`config.mk`:
```
export PLATFORM = sky130hd
export DESIGN_NAME = ctimer
export DESIGN_NICKNAME = d
export VERILOG_FILES = /design/src/ctimer_pkg.sv /design/src/ctimer.sv
export SDC_FILE = /design/constraint.sdc
export NUM_CORES = 1
export LEC_CHECK = 0
export BUFFER_PORTS_ARGS = -buffer_cell sky130_fd_sc_hd__buf_2
export CELL_PAD_IN_SITES_DETAIL_PLACEMENT = 0
export CELL_PAD_IN_SITES_GLOBAL_PLACEMENT = 1
export CORE_MARGIN = 1.5
export CORE_UTILIZATION = 43
export DETAILED_ROUTE_END_ITERATION = 16
export GPL_TIMING_DRIVEN = 0
export HOLD_SLACK_MARGIN = 0.15
export PLACE_DENSITY = 0.81
export SETUP_SLACK_MARGIN = 0.15
export SYNTH_ARGS = -nofsm -noshare
export SYNTH_HDL_FRONTEND = slang
export SYNTH_SLANG_ARGS = --single-unit
```
`constraint.sdc`:
```
create_clock -name CLK -period 2.8 [get_ports CLK]
set_input_delay 0.28 -clock CLK [delete_from_list [all_inputs] [get_ports CLK]]
set_output_delay 0.28 -clock CLK [all_outputs]
set_load 0.05 [all_outputs]
```
`src/ctimer_pkg.sv`:
```
package ctimer_pkg;
   // register byte offsets
   localparam logic [11:0] OFS_FIRST_PRESCALE  = 12'h0_000;
   localparam logic [11:0] OFS_FIRST_LOAD      = 12'h0_004;
   localparam logic [11:0] OFS_FIRST_COUNT     = 12'h0_008;
   localparam logic [11:0] OFS_SECOND_PRESCALE = 12'h0_0F3;
   localparam logic [11:0] OFS_SECOND_LOAD     = 12'h0_010;
   localparam logic [11:0] OFS_SECOND_COUNT    = 12'h0_014;
   localparam logic [11:0] OFS_CONTROL         = 12'h0_018;
   localparam logic [11:0] OFS_MODE            = 12'h0_01C;
   localparam logic [11:0] OFS_IRQ_STATUS      = 12'h0_020;
   localparam logic [11:0] OFS_IRQ_MASK        = 12'h0_024;
   // printed offset 0xf3 is not word aligned: kept as an index
   localparam logic [11:0] SECOND_PRESCALE_ADDR = {OFS_SECOND_PRESCALE[9:0], 2'b00};
   // prescale register fields (ratio in bits 7:2)
   localparam int PRE_RATIO_LSB   = 2;
   localparam int PRE_MODE_BIT    = 1;
   localparam int PRE_EXT_BIT     = 0;
   // control register fields, per timer n at bit 4*n
   localparam int CTL_RUN     = 0;
   localparam int CTL_LOAD    = 1;
   localparam int CTL_MODULO  = 2;
   localparam int CTL_STRIDE  = 4;
   // mode register fields
   localparam int MODE_EXT_LSB  = 0;
   localparam int MODE_RETRIG   = 2;
   localparam int MODE_CASCADE  = 3;
   localparam int MODE_OUT_LSB  = 4;
   localparam int INT_DIV       = 4;
   localparam logic [7:0] PRE_RESET = 8'h00;

   typedef enum logic [1:0] {EXT_CLOCK, EXT_TRIGGER, EXT_GATE, EXT_OFF} ext_fn_e;
   typedef enum logic [1:0] {OUT_FIRST, OUT_SECOND, OUT_CLOCK, OUT_LOW} out_sel_e;
endpackage : ctimer_pkg

```
`src/ctimer.sv`:
```
`timescale 1ns/1ns
module ctimer
   import ctimer_pkg::*;
(
   // clock and reset
   input  wire logic        CLK,
   input  wire logic        RST,
   // apb slave
   input  wire logic        PSEL,
   input  wire logic        PENABLE,
   input  wire logic        PWRITE,
   input  wire logic [11:0] PADDR,
   input  wire logic [31:0] PWDATA,
   output logic      [31:0] PRDATA,
   output logic             PREADY,
   output logic             PSLVERR,
   // port lines
   input  wire logic        PORT3_LINE_ONE,
   output logic             PORT3_LINE_SIX,
   // interrupts
   output logic             FIRST_TIMER_IRQ,
   output logic             SECOND_TIMER_IRQ,
   output logic             IRQ
);

   typedef struct packed {
      logic [1:0][7:0] pre_reg;
      logic [1:0][7:0] load;
      logic [1:0][7:0] count;
      logic [1:0][5:0] pre_cnt;
      logic [1:0]      run;
      logic [1:0]      modulo;
      logic [7:0]      mode;
      logic [1:0]      irq_stat;
      logic [1:0]      irq_mask;
      logic [1:0]      div4;
      logic            ext_prev;
      logic            armed;
      logic [1:0]      tog;
      logic [31:0]     rdata;
   } state_s;

   state_s r;
   state_s next_r;

   logic       wr;
   logic       rd;
   logic       hit;
   logic [1:0] pre_tick;
   logic [1:0] eoc;
   logic [1:0] src_tick;
   logic       int_div_tick;
   logic       ext_rise;
   logic       clk_half;
   ext_fn_e    ext_fn;
   out_sel_e   out_sel;

   assign wr      = PSEL & PENABLE & PWRITE;
   // read captured at the setup edge so data stands through the access
   assign rd      = PSEL & ~PENABLE & ~PWRITE;
   assign PREADY  = 1'b1;
   assign ext_fn  = ext_fn_e'(r.mode[MODE_EXT_LSB +: 2]);
   assign out_sel = out_sel_e'(r.mode[MODE_OUT_LSB +: 2]);
   assign ext_rise = PORT3_LINE_ONE & ~r.ext_prev;
   assign int_div_tick = (r.div4 == 2'(INT_DIV - 1));
   assign clk_half = r.div4[1];

   always_comb begin
      hit = 1'b1;
      if (PADDR == OFS_FIRST_PRESCALE) begin
      end else if (PADDR == OFS_FIRST_LOAD) begin
      end else if (PADDR == OFS_FIRST_COUNT) begin
      end else if (PADDR == SECOND_PRESCALE_ADDR) begin
      end else if (PADDR == OFS_SECOND_LOAD) begin
      end else if (PADDR == OFS_SECOND_COUNT) begin
      end else if (PADDR == OFS_CONTROL) begin
      end else if (PADDR == OFS_MODE) begin
      end else if (PADDR == OFS_IRQ_STATUS) begin
      end else if (PADDR == OFS_IRQ_MASK) begin
      end else begin
         hit = 1'b0;
      end
   end
   assign PSLVERR = PSEL & PENABLE & ~hit;

   // clock source ahead of each prescaler
   always_comb begin
      src_tick[0] = 1'b1;
      src_tick[1] = int_div_tick;
      if (r.mode[MODE_CASCADE]) begin
         src_tick[1] = eoc[0];
      end else if (r.pre_reg[1][PRE_EXT_BIT]) begin
         case (ext_fn)
            EXT_CLOCK:   src_tick[1] = ext_rise;
            EXT_GATE:    src_tick[1] = int_div_tick & PORT3_LINE_ONE;
            EXT_TRIGGER: src_tick[1] = int_div_tick & r.armed;
            default:     src_tick[1] = 1'b0;
         endcase
      end
   end

   // one shared tick path per timer; eoc stays comb from current state
   genvar g;
   generate
      for (g = 0; g < 2; g++) begin : g_tmr
         // zero ratio field means divide by 64, as 6-bit wrap
         assign pre_tick[g] = r.run[g] & src_tick[g] & (r.pre_cnt[g] == 6'd1);
         assign eoc[g] = pre_tick[g] & (r.count[g] == 8'd1);
      end
   endgenerate

   always_comb begin
      next_r = r;
      next_r.ext_prev = PORT3_LINE_ONE;
      next_r.div4 = r.div4 + 2'd1;
      next_r.rdata = 32'h0000_0000;
      for (int i = 0; i < 2; i++) begin
         if (r.run[i] & src_tick[i]) begin
            next_r.pre_cnt[i] = r.pre_cnt[i] - 6'd1;
            if (pre_tick[i]) begin
               next_r.pre_cnt[i] = r.pre_reg[i][7:PRE_RATIO_LSB];
               next_r.count[i] = r.count[i] - 8'd1;
               if (eoc[i]) begin
                  next_r.count[i] = r.load[i];
                  if (!r.modulo[i]) begin
                     next_r.count[i] = 8'h00;
                     next_r.run[i] = 1'b0;
                  end
               end
            end
         end
      end
      // non-modulo second timer disarms at end of count; an edge arms it when disarmed or in retrigger mode
      if (eoc[1] & ~r.modulo[1]) begin
         next_r.armed = 1'b0;
      end
      if (ext_rise & (r.mode[MODE_RETRIG] | ~r.armed)) begin
         next_r.armed = 1'b1;
         if (ext_fn == EXT_TRIGGER && r.mode[MODE_RETRIG]) begin
            next_r.count[1] = r.load[1];
            next_r.pre_cnt[1] = r.pre_reg[1][7:PRE_RATIO_LSB];
         end
      end
      // write-one clear; a fresh event in the same cycle wins
      if (wr && PADDR == OFS_IRQ_STATUS) begin
         next_r.irq_stat = r.irq_stat & ~PWDATA[1:0];
      end
      next_r.irq_stat = next_r.irq_stat | eoc;
      if (wr) begin
         if (PADDR == OFS_FIRST_PRESCALE) begin
            next_r.pre_reg[0] = PWDATA[7:0];
         end else if (PADDR == SECOND_PRESCALE_ADDR) begin
            next_r.pre_reg[1] = PWDATA[7:0];
         end else if (PADDR == OFS_FIRST_LOAD) begin
            next_r.load[0] = PWDATA[7:0];
         end else if (PADDR == OFS_SECOND_LOAD) begin
            next_r.load[1] = PWDATA[7:0];
         end else if (PADDR == OFS_MODE) begin
            next_r.mode = PWDATA[7:0];
         end else if (PADDR == OFS_IRQ_MASK) begin
            next_r.irq_mask = PWDATA[1:0];
         end else if (PADDR == OFS_CONTROL) begin
            for (int i = 0; i < 2; i++) begin
               next_r.modulo[i] = PWDATA[i*CTL_STRIDE + CTL_MODULO];
               // second timer starts only when its mode bit is zero
               next_r.run[i] = PWDATA[i*CTL_STRIDE + CTL_RUN] &
                  ((i == 0) | ~r.pre_reg[1][PRE_MODE_BIT]);
               if (PWDATA[i*CTL_STRIDE + CTL_LOAD]) begin
                  next_r.count[i] = r.load[i];
                  next_r.pre_cnt[i] = r.pre_reg[i][7:PRE_RATIO_LSB];
               end
            end
         end
      end
      if (eoc[0]) begin
         next_r.tog[0] = ~r.tog[0];
      end
      if (eoc[1]) begin
         next_r.tog[1] = ~r.tog[1];
      end
      if (rd) begin
         if (PADDR == OFS_FIRST_COUNT) begin
            next_r.rdata = {24'h00_0000, r.count[0]};
         end else if (PADDR == OFS_SECOND_COUNT) begin
            next_r.rdata = {24'h00_0000, r.count[1]};
         end else if (PADDR == OFS_FIRST_LOAD) begin
            next_r.rdata = {24'h00_0000, r.load[0]};
         end else if (PADDR == OFS_SECOND_LOAD) begin
            next_r.rdata = {24'h00_0000, r.load[1]};
         end else if (PADDR == OFS_CONTROL) begin
            next_r.rdata = {25'h000_0000, r.modulo[1], 1'b0, r.run[1],
                            1'b0, r.modulo[0], 1'b0, r.run[0]};
         end else if (PADDR == OFS_MODE) begin
            next_r.rdata = {24'h00_0000, r.mode};
         end else if (PADDR == OFS_IRQ_STATUS) begin
            next_r.rdata = {30'h0000_0000, r.irq_stat};
         end else if (PADDR == OFS_IRQ_MASK) begin
            next_r.rdata = {30'h0000_0000, r.irq_mask};
         end
      end
   end

   // read data registered in setup, so zero-wait access returns it
   always_comb begin
      PRDATA = r.rdata;
   end

   always_ff @(posedge CLK or posedge RST) begin
      if (RST) begin
         r <= '0;
      end else begin
         r <= next_r;
      end
   end

   always_comb begin
      case (out_sel)
         OUT_FIRST:  PORT3_LINE_SIX = r.tog[0];
         OUT_SECOND: PORT3_LINE_SIX = r.tog[1];
         OUT_CLOCK:  PORT3_LINE_SIX = clk_half;
         default:    PORT3_LINE_SIX = 1'b0;
      endcase
   end

   assign FIRST_TIMER_IRQ  = r.irq_stat[0] & r.irq_mask[0];
   assign SECOND_TIMER_IRQ = r.irq_stat[1] & r.irq_mask[1];
   assign IRQ = FIRST_TIMER_IRQ | SECOND_TIMER_IRQ;

endmodule : ctimer

```
**Word-level counts from Yosys, hierarchy flattened**

Cells that the tools add are included.

- Register bits after elaboration: 114
- Bits of input ports: 50
- Output and inout port bits: 38
- Logic and storage cells: 156

- Add/sub/neg operators: 5
- Equality and inequality tests: 18
- Multiplexer cells: 63
- Bitwise operators: 38
- Reduce and logical (&&, ||, !) cells: 13

Operator list:

| operator | count |
|---|---|
| two-way mux 40 bit | 5 |
| two-way mux 8 bit | 20 |
| two-way mux 32 bit | 3 |
| == test 12 x 5 -> 1 bit, second input constant | 4 |
| two-way mux 6 bit | 8 |
| == test 12 x 6 -> 1 bit, second input constant | 2 |
| two-way mux 1 bit | 22 |
| bitwise AND 1 bit | 18 |
| == test 8 x 1 -> 1 bit, second input constant | 2 |
| subtractor 8 x 1 -> 8 bit, second input constant | 2 |
| inverter 1 bit | 15 |
| == test 12 x 10 -> 1 bit, second input constant | 1 |
| == test 12 x 3 -> 1 bit, second input constant | 1 |
| == test 12 x 4 -> 1 bit, second input constant | 1 |
| == test 6 x 1 -> 1 bit, second input constant | 2 |
| zero test 12 bit | 1 |
| subtractor 6 x 1 -> 6 bit, second input constant | 2 |
| AND reduction 8 bit | 1 |
| AND reduction 7 bit | 1 |
| == test 2 bit, second input constant | 3 |
| two-way mux 2 bit | 3 |
| one-hot mux 1 bit (3 select lines) | 2 |
| AND reduction 6 bit | 1 |
| AND reduction 5 bit | 1 |
| other kinds (12) | 16 |

**Depth between registers and ports, before layout**

Gate-level depths: netlist of run 1.

- Depth in word-level cells: 22
- Gate-level depth with buffers: 10
- Mapped depth without buffers: 8

**Worst setup path after synthesis of run 1**

Ideal clock, no wire load.

- Path type: input -> output
- Start: in PADDR[2]
- End: out PSLVERR
- Arrival: 3509 ps
- Data required time: 2520 ps
- Setup slack: -989 ps
- Stages: 5
- Path buffers: 2
- Path through: clkbuf_1 -> clkbuf_1 -> o21ai_0 -> o2111a_1 -> a2111oi_0

- Cells in the longest elaborated chain, start to end: 13

RTL lines:

| element | line | text |
|---|---|---|
| start: declaration | ctimer.sv:12 | `input wire logic [11:0] PADDR,` |
| == test 12 x 6 -> 1 bit | ctimer.sv:79 | `end else if (PADDR == OFS_IRQ_MASK) begin` |
| two-way mux 1 bit | ctimer.sv:79 |  |
| two-way mux 1 bit | ctimer.sv:78 | `end else if (PADDR == OFS_IRQ_STATUS) begin` |
| two-way mux 1 bit | ctimer.sv:77 | `end else if (PADDR == OFS_MODE) begin` |
| two-way mux 1 bit | ctimer.sv:76 | `end else if (PADDR == OFS_CONTROL) begin` |
| two-way mux 1 bit | ctimer.sv:75 | `end else if (PADDR == OFS_SECOND_COUNT) begin` |
| two-way mux 1 bit | ctimer.sv:74 | `end else if (PADDR == OFS_SECOND_LOAD) begin` |
| two-way mux 1 bit | ctimer.sv:73 | `end else if (PADDR == SECOND_PRESCALE_ADDR) begin` |
| two-way mux 1 bit | ctimer.sv:72 | `end else if (PADDR == OFS_FIRST_COUNT) begin` |
| two-way mux 1 bit | ctimer.sv:71 | `end else if (PADDR == OFS_FIRST_LOAD) begin` |
| two-way mux 1 bit (*) | ctimer.sv:70 | `if (PADDR == OFS_FIRST_PRESCALE) begin` |
| inverter 1 bit (*) | ctimer.sv:84 | `assign PSLVERR = PSEL & PENABLE & ~hit;` |
| bitwise AND 1 bit (*) | ctimer.sv:84 |  |
| end: declaration | ctimer.sv:16 | `output logic PSLVERR,` |

Mark *: on every way between the ends. The rest lies on a longest branch, timed or not.

**Final worst setup path of run 1**

- Start: in PADDR[9]
- End: out PSLVERR

The elaborated chain is that of the path after synthesis.

==> out/qor.txt, run 1 <==
Power per Cell Area -> 475 nW/um2
Vias -> 4,502
Setup crit start kind -> primary input
Setup Skew -> 8.39 ps
Sequential Power Share -> 44.4%
DRT antenna net count -> 0
Warnings, synthesis -> 0
Area Overhead vs Synth -> 16.6%
Total GRT Usage -> 24.0%
Mapped Avg Cell Area -> 9.43 um2
FF-to-FF End -> r[74]
Max_cap viols -> 0
WP data required -> 2520 ps
Status -> complete, no violations
Hold Path Origin -> PWDATA[5]
Worst slew margin -> 23.3%
Die outline area -> 12,800 um2
Setup slack, reg-to-reg -> 290 ps
Comb power frac -> 8.2%
Hold depth -> 2
Die width -> 113 um
Most instantiated cells after synthesis -> 88 x dfrtp_1, 62 x nand2_1, 46 x o21ai_0, 35 x mux2_2, 33 x buf_4
Routed Wire Length -> 14.6 mm
Setup ws final -> 210 ps
Largest net degree at the start of global routing -> 64
Leak -> 2.78 nW
N_diodes -> 0
I/O Buffers -> 37
Setup WS pre-CTS -> 74.4 ps
Detail-routed via count per cell -> 5.78
GP Congestion -> 0.898
CP dominant cell by count -> buf_2
Clk root buf -> clkbuf_16
Worst-Margin Slew -> 1140 ps
Slowest stage cell, crit path -> nor4_1
Synth Cell Area -> 5210 um2
RSZ-0062 raised after global routing -> false
Post-synth top area share -> 42.3%
Post-Route Setup TNS -> 0 ps
R2r worst-path depth -> 10
Number of global-route vias before repair -> 4,263
Final worst-path cycle share -> 92.5%
Delay-heaviest family, CP -> simple AND/OR/NAND/NOR gates
TritonRoute pass-1 iters -> 5
Row count -> 40
Min Tclk post-route -> 2590 ps
Post-Syn Instances -> 552
Layout cells sized above 1 -> 23.3%
Hold EP -> r[95]
Peak Freq -> 386 MHz
CTS HTree Levels -> 3
WL/cell -> 18.7 um
Nets -> 690
Reg-to-reg startpoint -> r[67]
Peak supply drop -> 0.236 mV
Clk buf depth -> 2
Fraction of registers with async set/reset -> 100%
Layout filler cell count -> 1,110
CTS tree -> done
Initial core utilization -> 43.7%
Crit. End Element -> output port
Crit path kind -> in2out
Clock Power Share -> 47.4%
Switching share of power -> 23.7%
Worst path arrival time -> 2310 ps
CP bufs+invs -> 2
Top cells by area, synth -> dfrtp_1 42%, mux2_2 7.6%, buf_4 4.8%
Initial drt markers -> 354
Max Fanout on Critical Path -> 5
Initial antenna violation count -> 0
First-pass GRT wire length -> 23.3 mm
Die Ht -> 113 um
Cell internal pwr -> 2.20 mW
Pins Over Slew Limit -> 0
Worst skew pair latency -> 350 ps
CP peak stage delay -> 930 ps
Clock-pin slew on the worst setup and hold paths -> 60 ps
Core area -> 11,900 um2
Sw Pwr -> 683 uW
Fin. Hold Viols -> 0
Sequential area share after synthesis -> 42.3%
Yosys top cell by area -> dfrtp_1
HPWL after detailed placement -> 10.7 mm
Final setup violation count -> 0
Post-route DRC violation count -> 0
Synthesis-stage register bit count -> 88
Total clock sinks -> 88
Io pins -> 88
Most frequent cell after synthesis -> dfrtp_1
Ys flop type -> dfrtp_1
CP Cell Sequence -> buf_2 > or4_4 > nor4_1 > a2111oi_2 > buf_2
Synth unique cells -> 70
Gr ovfl total -> 0
CTS buffer count -> 9
Hold Path Class -> in2reg
EDFF count, synth -> 0
-- worst reg2reg max path: stages (launching register included) --
cell,delay [ps]
dfrtp_1,440
inv_1,120
ha_1,160
nor3b_2,270
and4_1,240
buf_6,140
o221ai_4,160
nand2b_4,180
buf_6,140
or4_1,460
nand4_1,110
-- metal layers --
metal,vias up,share of wire [%],GRT usage [%]
li1,2108,-,-
met1,2208,45,33.4
met2,150,46,36.8
met3,36,5.9,4.55
met4,0,3.5,10.2
met5,-,0,0
-- worst max-delay path by stage --
| stage | start | end | slack [ps] | cells after the start |
|---|---|---|---|---|
| after floorplan | RST | PRDATA[0] | 240 | 1 |
| after global placement | RST | r[41] | -810 | 2 |
| after detailed placement | r[67] | r[75] | 70 | 9 |
| after CTS | r[67] | r[74] | 200 | 10 |
| after global routing | r[67] | r[74] | 180 | 10 |
| final | PADDR[9] | PSLVERR | 210 | 5 |
-- flip-flops by register name (all words and copies together) (netlist names) --
signal / count
r: 75
PRDATA: 8
ext_fn: 2
out_sel: 2
clk_half: 1
-- logic make-up (layout without fill, tap and decap cells) --
family	after synthesis	in the layout	share of synthesized area, %
AOI/OAI and AO/OA	134	134	17.0
xor gates and xnor gates	8	8	1.35
adders and majority gates	12	12	2.88
buffers and inverters	76	133	8.22
DFF	88	88	42.3
muxes	41	41	8.72
other	2	25	0.144
and+or+nand+nor	191	191	19.4
-- cells in the final DEF (no fill, tap or decap), drive strengths merged, types with 4 or more instances in the layout --
cell	instances
or4	4
nor4	9
mux2	35
clkbuf	22
clkinv	4
o21ai	47
a21o	6
xnor2	6
o31ai	4
nand4	5
or3	6
a22oi	8
ha	12
or2	4
conb	25
a21oi	26
nand2	62
nor2	30
inv	25
buf	77
nand2b	4
mux2i	6
and2	4
dfrtp	88
nand3	24
a211o	4
and3	6
nor3	18
a31oi	7
-- power groups by stage --
stage / Combinational [mW] / Clock [mW] / Sequential (mW)
6_report: 0.238 / 1.37 / 1.28
5_1_grt: 0.258 / 1.45 / 1.28
4_1_cts: 0.237 / 1.38 / 1.28
3_5_place_dp: 0.235 / 0 / 1.30
3_3_place_gp: 0.229 / 0 / 1.30
2_1_floorplan: 0.168 / 0 / 1.30
-- per-stage QoR --
| stage | hold WS (ps) | total power, mW | utilization [%] | cells | instance area, um2 |
|---|---|---|---|---|---|
| 6_report | 251 | 2.89 | 51.0 | 779 | 6070 |
| 4_1_cts | 241 | 2.90 | 50.9 | 779 | 6070 |
| 3_3_place_gp | 413 | 1.53 | 47.6 | 759 | 5670 |
| 5_1_grt | 247 | 2.99 | 51.0 | 779 | 6070 |
| 2_1_floorplan | 311 | 1.47 | - | 575 | 5300 |
| 3_5_place_dp | 292 | 1.54 | 47.8 | 760 | 5700 |
-- area by class of cell --
class	instances	area (um2)	share of cell area, %
Sequential cell	88	2200	36.3
Clock buffer	9	225	3.71
Buffer	50	330	5.44
Timing Repair Buffer	42	248	4.08
Inverter	26	100	1.65
Multi-Input combinational cell	411	2680	44.0
Clock inverter	6	109	1.79
Tap cell	147	184	3.03
-- what timing repair did --
| action | CTS | global route |
|---|---|---|
| resized for setup | 0 | 1 |
| hold buffers | 2 | 0 |
| endpoints found under the hold margin | 26 | 0 |
| gates cloned | 0 | 0 |
| setup buffers | 2 | 0 |
| setup endpoints to repair | 2 | 9 |
No activity file was read; power rests on OpenSTA's default activity.
==> run 2, diff against run 1 <==
CORE_UTILIZATION = 34   (was 43)
PLACE_DENSITY = 0.66   (was 0.81)
RECOVER_POWER = 50   (was default)
==> run 2 against run 1 <==
Maximum frequency rose by 1.8%; clock skew shrank 1.4 ps; combinational power hardly changed; critical endpoint is now r[74].
==> out/qor.txt, run 2 (synthesis gave the netlist of run 1 again) <==
Status -> complete, no violations
Detail-routed via count per cell -> 5.34
Comb power frac -> 8.4%
Crit path kind -> reg2reg
Worst skew pair latency -> 340 ps
Total power -> 2.81 mW
Die width -> 127 um
TritonRoute pass-1 iters -> 5
Worst slew margin -> 31.0%
Commonest non-fill, non-tap cell in the layout -> dfrtp_1
Worst path arrival time -> 2820 ps
CP Cell Sequence -> inv_1 > ha_1 > nor3b_4 > and4_1 > buf_6 > o221ai_4 > nand2b_4 > buf_6 > or4_1 > nand4_1
Final worst-path cycle share -> 90.9%
Initial drt markers -> 279
Total clock sinks -> 88
WP data required -> 3070 ps
First-pass GRT wire length -> 23.9 mm
Vias -> 4,388
Layout cells sized above 1 -> 22.4%
Largest net degree at the start of global routing -> 69
Slowest stage cell, crit path -> or4_1
Clk root buf -> clkbuf_16
Post-Route Setup TNS -> 0 ps
Top reg by flops -> r
Crit. End Element -> flop
Initial antenna violation count -> 0
Total GRT Usage -> 19.6%
CTS tree -> done
CTS HTree Levels -> 3
Leak -> 2.74 nW
Final core occ -> 40.4%
RSZ-0062 raised after global routing -> true
Routed Wire Length -> 14.9 mm
CP peak stage delay -> 490 ps
Initial core utilization -> 34.5%
N_diodes -> 0
Final Instance Area -> 6090 um2
Setup crit start kind -> flop
Number of global-route vias before repair -> 4,182
Worst-Margin Slew -> 1030 ps
Nets -> 690
DRT antenna net count -> 0
Max reg flops -> 75
Cell Area, Placed -> 5750 um2
Power per Cell Area -> 461 nW/um2
Io pins -> 88
I/O Buffers -> 37
Die Ht -> 127 um
Post-route DRC violation count -> 0
Max Fanout on Critical Path -> 10
Gr ovfl total -> 0
Min Tclk post-route -> 2540 ps
Peak supply drop -> 0.284 mV
Final setup violation count -> 0
Switching share of power -> 23.7%
CTS buffer count -> 9
Cell internal pwr -> 2.14 mW
Row count -> 45
Sequential Power Share -> 45.6%
CP dominant cell by count -> buf_6
Area Overhead vs Synth -> 17.0%
Clock Power Share -> 46.0%
Pins Over Slew Limit -> 0
Setup Skew -> 6.95 ps
Max_cap viols -> 0
Clk buf depth -> 2
Core area -> 15,100 um2
Peak Freq -> 393 MHz
Hold Path Class -> in2reg
Fin cells -> 821
Die outline area -> 16,100 um2
Fin. Hold Viols -> 0
Most frequent cells in the layout -> 88 x dfrtp_1, 62 x nand2_1, 46 x o21ai_0
GP Congestion -> 0.913
Layout filler cell count -> 1,544
HPWL after detailed placement -> 11.3 mm
Clock-pin slew on the worst setup and hold paths -> 60 ps
Placed cells -> 801
WL/cell -> 18.1 um
Sw Pwr -> 665 uW
==> run 2: through the flow <==
| step | hold WS, ps | setup WS (ps) |
|---|---|---|
| floorplan | 311 | 241 |
| global placement | 415 | -919 |
| detailed placement | 266 | -32.6 |
| CTS | 261 | 232 |
| global route | 269 | 119 |
| finish | 284 | 256 |
==> run 2: path summary, 6_finish.rpt <==
kind,start,endpoint,slack (ps),cells after the start
max in group asynchronous,RST,r[84],710,4
max reg2reg,r[67],r[74],260,10
min,PWDATA[0],r[52],280,3
max,r[67],r[74],260,10
min reg2reg,r[36],r[36],440,1
min in group asynchronous,RST,r[64],620,3
==> run 2: final cells by class <==
type                            count  area [um2]  share of cell area [%]
Multi-Input combinational cell    411        2690                    44.1
Clock buffer                       13         250                    4.11
Buffer                             50         330                    5.42
Sequential cell                    88        2200                    36.1
Inverter                           26        98.8                    1.62
Timing Repair Buffer               42         223                    3.66
Tap cell                          188         235                    3.86
Clock inverter                      3        65.1                    1.07
==> run 2: critical path: cells and delay by family, from the launching register on <==
family / cells / cell delay (ps)
buf+inv: 3 / 420
compound gates: 1 / 160
simple gates: 5 / 1250
fa+ha+maj: 1 / 190
flops: 1 / 460
==> run 2: layer usage <==
metal | vias to the layer above | routed length (um) | global-route usage (%)
met3 | 11 | 777 | 2.45
met2 | 123 | 6650 | 30.0
met5 | - | 0 | 0
li1 | 2111 | - | -
met1 | 2143 | 7230 | 28.9
met4 | 0 | 196 | 5.82
==> run 2: power groups by stage <==
stage	clock (mW)	sequential [mW]	combinational, mW
after global placement	0	1.30	0.231
after floorplan	0	1.30	0.168
final	1.29	1.28	0.236
after detailed placement	0	1.30	0.238
after CTS	1.33	1.28	0.241
after global routing	1.39	1.28	0.259
==> run 2: timing repair <==
| item | CTS | global route |
|---|---|---|
| buffers inserted | 2 | 0 |
| endpoints found under the setup margin | 5 | 3 |
| endpoints found under the hold margin | 21 | 0 |
| gates resized for setup | 1 | 2 |
| hold buffers | 2 | 0 |
